## config.mk

```make
export PLATFORM = sky130hd
export DESIGN_NAME = sac_minus_accum
export DESIGN_NICKNAME = d
export VERILOG_FILES = /design/src/rtl/sac_pkg.sv /design/src/rtl/sac_minus_accum.sv
export SDC_FILE = /design/constraint.sdc
export NUM_CORES = 1
export LEC_CHECK = 0
export BUFFER_PORTS_ARGS = -buffer_cell sky130_fd_sc_hd__buf_2
export CAP_MARGIN = 20
export CORE_MARGIN = 2
export CORE_UTILIZATION = 34
export CTS_CLUSTER_DIAMETER = 30
export DETAILED_ROUTE_END_ITERATION = 10
export GPL_TIMING_DRIVEN = 0
export PLACE_DENSITY = 0.65
export SLEW_MARGIN = 10
export SYNTH_ARGS = -nofsm -noshare
export SYNTH_HDL_FRONTEND = slang
export SYNTH_SLANG_ARGS = --single-unit
export TNS_END_PERCENT = 10
```

## constraint.sdc

```tcl
create_clock -name ref_clk -period 0.9 [get_ports ref_clk]
set_input_delay 0.09 -clock ref_clk [delete_from_list [all_inputs] [get_ports ref_clk]]
set_output_delay 0.09 -clock ref_clk [all_outputs]
set_load 0.03 [all_outputs]
```

## src/rtl/sac_pkg.sv

```systemverilog
// Package with encodings and reset values for the accumulator subtract unit
package sac_pkg;
    // ------------------------------------------------------------
    // Instruction word layout
    // ------------------------------------------------------------
    localparam int          SAC_WORD_W   = 12;
    localparam int          SAC_OP_MSB   = 11;
    localparam int          SAC_OP_LSB   = 6;
    localparam logic [5:0]  SAC_OP_CODE  = 6'h02;
    localparam int          SAC_DEST_BIT = 5;
    localparam int          SAC_LOC_MSB  = 4;
    localparam int          SAC_LOC_LSB  = 0;
    localparam int          SAC_LOC_W    = 5;
    localparam logic        SAC_DEST_ACC = 1'h0;
    localparam logic        SAC_DEST_REG = 1'h1;
    // ------------------------------------------------------------
    // Reset values
    // ------------------------------------------------------------
    localparam logic [7:0]  SAC_DATA_RST = 8'h00;
    localparam logic [4:0]  SAC_LOC_RST  = 5'h00;
endpackage

```

## src/rtl/sac_minus_accum.sv

```systemverilog
// Accumulator subtract unit: register minus accumulator with flags
`timescale 1ns/1ps
module sac_minus_accum
    import sac_pkg::*;
#(
    parameter int DATA_W = 8
) (
    // Clock and reset
    input  wire logic                  ref_clk,
    input  wire logic                  arst_n,
    // Instruction word to be decoded and operands
    input  wire logic                  instr_valid,
    input  wire logic [SAC_WORD_W-1:0] instr_word,
    input  wire logic [DATA_W-1:0]     accum_in,
    input  wire logic [DATA_W-1:0]     file_in,
    // Result and write targets
    output logic                       minus_accum_op,
    output logic [DATA_W-1:0]          result,
    output logic                       accum_we,
    output logic                       file_we,
    output logic [SAC_LOC_W-1:0]       file_loc,
    // Flags
    output logic                       flags_we,
    output logic                       carry,
    output logic                       nibble_borrow_n,
    output logic                       zero
);

    // ------------------------------------------------------------
    // Decode helper
    // ------------------------------------------------------------
    function automatic logic is_minus_accum(
        input logic [SAC_WORD_W-1:0] word
    );
        return (word[SAC_OP_MSB:SAC_OP_LSB] == SAC_OP_CODE);
    endfunction

    // ------------------------------------------------------------
    // Decode
    // ------------------------------------------------------------
    logic              hit;
    logic              dest;
    logic [DATA_W:0]   sum;
    logic [4:0]        low_sum;

    assign hit  = instr_valid && is_minus_accum(instr_word);
    assign dest = instr_word[SAC_DEST_BIT];

    // ------------------------------------------------------------
    // Arithmetic
    // ------------------------------------------------------------
    assign sum     = {1'h0, file_in} + {1'h0, ~accum_in}
                   + {{DATA_W{1'h0}}, 1'h1};
    assign low_sum = {1'h0, file_in[3:0]} + {1'h0, ~accum_in[3:0]}
                   + 5'h01;

    // ------------------------------------------------------------
    // Result and write enables
    // ------------------------------------------------------------
    always_ff @(posedge ref_clk or negedge arst_n) begin
        if (!arst_n) begin
            minus_accum_op <= 1'h0;
            result         <= SAC_DATA_RST;
            accum_we       <= 1'h0;
            file_we        <= 1'h0;
            file_loc       <= SAC_LOC_RST;
        end else begin
            minus_accum_op <= hit;
            accum_we       <= hit && (dest == SAC_DEST_ACC);
            file_we        <= hit && (dest == SAC_DEST_REG);
            if (hit) begin
                result   <= sum[DATA_W-1:0];
                file_loc <= instr_word[SAC_LOC_MSB:SAC_LOC_LSB];
            end
        end
    end

    // ------------------------------------------------------------
    // Flags
    // ------------------------------------------------------------
    always_ff @(posedge ref_clk or negedge arst_n) begin
        if (!arst_n) begin
            flags_we        <= 1'h0;
            carry           <= 1'h0;
            nibble_borrow_n <= 1'h0;
            zero            <= 1'h0;
        end else begin
            flags_we <= hit;
            if (hit) begin
                carry           <= sum[DATA_W];
                nibble_borrow_n <= low_sum[4];
                zero            <= (sum[DATA_W-1:0] == '0);
            end
        end
    end
endmodule

```

# ---- Word level (Yosys, flattened, before mapping)
# Cells that the tools add are included.
dict set report classes {
  n_reduce_logical 4
  n_addsub 4
  bitwise_logic 3
  n_eq_ne 1
}
# operator n
set op_table {}
lappend op_table {{adder 8 x 8 -> 9 bit} 1}
lappend op_table {{adder 9 x 1 -> 9 bit (second input constant)} 1}
lappend op_table {{zero test 8 bit} 1}
lappend op_table {{inverter 8 bit} 1}
lappend op_table {{equality test 6 x 2 -> 1 bit (second input constant)} 1}
lappend op_table {{adder 4 x 4 -> 5 bit} 1}
lappend op_table {{adder 5 x 1 -> 5 bit (second input constant)} 1}
lappend op_table {{inverter 4 bit} 1}
lappend op_table {{logical AND 1 bit} 3}
lappend op_table {{inverter 1 bit} 1}
dict set report totals {
  reg_bits 19
  input_bits 31
  output_inout_bits 20
  wordCells 20
}

# ---- Logic depth before layout (Yosys ltp)
dict set report depth {
  word_depth 4
  depth_mapped 8
}

# ---- Least setup slack after synthesis
# OpenSTA, ideal clock, no wires.
dict set report synth_timing {
  kind {input port to flip-flop}
  startpoint {in accum_in[4]}
  endpoint {reg result[7]}
  t_required_ns 0.775
  setup_ns 0.125
  setup_slack_ns -0.738
  stages 7
  path_buffers 0
  arrival_time_ns 1.513
  path_cell_list {inv_1 ha_1 a21o_1 a31o_1 nor4b_4 nor3_2 mux2_4}
}
dict set report synth_via {
  elab_chain_len 3
}
# element line
set synth_rtl {}
lappend synth_rtl {{from (decl)} sac_minus_accum.sv:14} ;# input wire logic [DATA_W-1:0] accum_in,
lappend synth_rtl {{inverter 8 bit} sac_minus_accum.sv:52} ;# assign sum = {1'h0, file_in} + {1'h0, ~accum_in}
lappend synth_rtl {{adder 8 x 8 -> 9 bit} sac_minus_accum.sv:52}
lappend synth_rtl {{adder 9 x 1 -> 9 bit} sac_minus_accum.sv:53} ;# + {{DATA_W{1'h0}}, 1'h1};
lappend synth_rtl {{to (signal assigned)} sac_minus_accum.sv:72} ;# result <= sum[DATA_W-1:0];
lappend synth_rtl {{to (decl)} sac_minus_accum.sv:18} ;# output logic [DATA_W-1:0] result,
# No other way between the ends.
# A chain may end at the register's enable or synchronous reset.

# ---- Worst setup path after layout
dict set report layout_timing {
  startpoint {in accum_in[2]}
  endpoint {reg zero}
}
dict set report layout_via {
  elab_chain_len 4
}
# element line
set layout_rtl {}
lappend layout_rtl {{inverter 8 bit} sac_minus_accum.sv:52}
lappend layout_rtl {{adder 8 x 8 -> 9 bit} sac_minus_accum.sv:52}
lappend layout_rtl {{adder 9 x 1 -> 9 bit} sac_minus_accum.sv:53}
lappend layout_rtl {{zero test 8 bit} sac_minus_accum.sv:92} ;# zero <= (sum[DATA_W-1:0] == '0);
lappend layout_rtl {{to (signal assigned)} sac_minus_accum.sv:92}
lappend layout_rtl {{to (decl)} sac_minus_accum.sv:26} ;# output logic zero
# No other way between the ends.

==> results.toml <==
[layout]
nets = 222
final_common_cell = "buf_2"
fill_cells = 275
diodes = 0
final_area_um2 = 1804
post_route_cells_drive_above_1_share = 0.4641
layout_common_cells = "buf_2 (28), nand2_1 (23), buf_6 (23)"
area_growth_pct = 58.99

[sta]
fin_crit_sh = 1.533
tns_ns = -2.916
fin_hold_ws_ns = 0.08041
maxSlewViolCount = 0
rsz0062_at_grt = "yes"
fin_ws_ns = -0.4796
period_minus_slack_ns = 1.380
worstMarginPinSlew_ns = 0.4091
fmax_ghz = 0.7248
hold_violations = 0
setup_violations = 28
relSlewSlack = 0.7272
finClkSkew_ns = 0

[synth]
ys_ff_latch = 19
synth-async-reset-ratio = 1.000
synth-seq-area-share = 0.4190
avgSynthCellArea_um2 = 9.617
synth_cell_types = 37
synthCells = 118
synth_nets = 158
synth-main-ff-cell = "dfrtp_1"
ys.warnings.count = 0
synth-edff-count = 0
synth_area_um2 = 1135

[critical_path]
path_buf_inv = 3
critPathKind = "input pin to register"
path_max_fanout = 5
cpLargestDelayFamily = "compound AO/OA/AOI/OAI gates"
slowest_stage = "o2111a_2"
critical_path_required_ns = 1.11
startpoint_type = "input pin"
cpPeakStageDelay_ns = 0.27
cp.arrival_ns = 1.59
cp-end-kind = "register"
cp_cell_sequence = "buf_2 > inv_2 > ha_4 > nor2b_2 > o2111a_2 > buf_4 > a2111oi_4 > o22ai_1 > o31ai_2"

[power]
p_sw_mw = 0.8801
p_int_mw = 1.646
seq_power_share = 0.411
clkPwrFrac = 0.165
vdd_drop_max_v = 0.0004507
design_power_total_mw = 2.526
power.density_nw_per_um2 = 1400
power_leakage_nw = 0.8984
p_sw_frac = 0.3484
combPwrFrac = 0.424

[grt]
gr-usage-all-layers = 0.1636
grt_pass1_vias = 1112
antenna_found_initial = 0
grt_start_max_net_pins = 20
grt_overflow_total = 0
grt_pass1_wl_um = 4664

[routing]
drtAntennaViolNets = 0
avgViaCountPerCell = 4.800
avgRoutedWirePerCell_um = 12.15
drt_pre_antenna_iters = 4
drt_iter0_markers = 19
vias = 1080
wirelength_um = 2733
drc = 0

[clock_tree]
cts_max_level = 1
clkSlewWorstSetupHoldPaths_ns = 0.10
clock-sinks = 19
clockBufferDepth = 2
cts_tree = "done"
cts-root-buf = "clkbuf_4"
numCtsBuffers = 3
clkLatencyLatePin_ns = 0.29

[place]
dp_hpwl_um = 2024
placed_cell_area_um2 = 1455
place.gp.congestion = 0.7173
io_buffers = 50

[hold_path]
hold_path_class = "input pin to register"

[floorplan]
start_util = 0.3657
die_height_um = 61.78
die_w_um = 61.78
core_area_um2 = 3103
dieArea_um2 = 3816
io_pins = 51
fp-row-count = 20

[outcome]
violations = "negative setup slack"
outcome = "finished, violations left"

[run]
max_cap_violations = 0
## cell families after synthesis
kind of cell | share of synthesized area
AOI/OAI and AO/OA | 0.2007
xor gates and xnor gates | 0.007719
adders and majority gates | 0.1058
buffers and inverters | 0.05953
DFF | 0.4190
muxes | 0.02315
and+or+nand+nor | 0.1841
## power groups by stage
stage                     Clock (mW)  Sequential (mW)  Combinational, mW
after global routing           0.453             1.05               1.17
after floorplan                    0             1.25              0.347
after detailed placement           0             1.03              0.836
after CTS                      0.432             1.04               1.06
after global placement             0             1.02              0.817
final                          0.418             1.04               1.07
## area by class of cell
class                   count  area, um^2  area share
plain buffers               3       20.02     0.01110
multi-input cells          82       689.4      0.3821
flip-flops and latches     19       475.5      0.2635
inverters                  13       51.30     0.02843
clock buffers               4       26.28     0.01456
repair buffers             60       486.7      0.2698
well taps                  44       55.05     0.03051
## Yosys cell counts, types with 3 or more instances
cell type | instances | area, um^2
nand2_1 | 24 | 90.09
inv_1 | 12 | 45.04
nor2_1 | 4 | 15.01
o31ai_1 | 4 | 30.03
a21oi_1 | 4 | 20.02
clkbuf_1 | 3 | 11.26
ha_1 | 8 | 100.1
dfrtp_1 | 19 | 475.5
o21ai_0 | 4 | 20.02
## flip-flops by register name, indices dropped and copies added (netlist names)
name	flops
flags_we	1
result	8
zero	1
carry	1
accum_we	1
file_loc	5
nibble_borrow_n	1
file_we	1
## per-stage QoR
step | setup WS [ns] | utilization | instances
finish | -0.4796 | 0.5815 | 225
CTS | -0.4740 | 0.5750 | 225
global placement | -0.8909 | 0.4690 | 212
detailed placement | -0.9137 | 0.4690 | 212
global route | -0.5721 | 0.5815 | 225
floorplan | -0.6640 | - | 118
## what timing repair did
action / CTS / global route
gates cloned: 0 / 0
endpoints found under the setup margin: 37 / 36
buffers inserted: 3 / 0
pin swaps: 11 / 1
gates resized for setup: 62 / 8
hold endpoints to repair: 25 / 0
hold buffers: 7 / 0
## worst paths after layout
| check | start | to | slack [ns] | cells after the start |
|---|---|---|---|---|
| worst max-delay path | accum_in[2] | zero$_DFFE_PN0P_ | -0.48 | 9 |
| worst min-delay path | accum_in[0] | result[0]$_DFFE_PN0P_ | 0.08 | 3 |
| worst max register to register | result[7]$_DFFE_PN0P_ | result[7]$_DFFE_PN0P_ | 0.11 | 1 |
| worst min register to register | file_loc[2]$_DFFE_PN0P_ | file_loc[2]$_DFFE_PN0P_ | 0.51 | 2 |
| max in group asynchronous | arst_n | file_loc[3]$_DFFE_PN0P_ | 0.37 | 2 |
| min in group asynchronous | arst_n | accum_we$_DFF_PN0_ | 0.24 | 2 |
## layer usage
layer / global-route usage / vias up / routed length, um
met5: 0 / - / 0
met4: 0.07295 / 0 / 51
met3: 0.02070 / 5 / 165
met2: 0.3113 / 42 / 1336
met1: 0.1792 / 493 / 1180
li1: - / 540 / -
(Power assumes the default switching activity.)
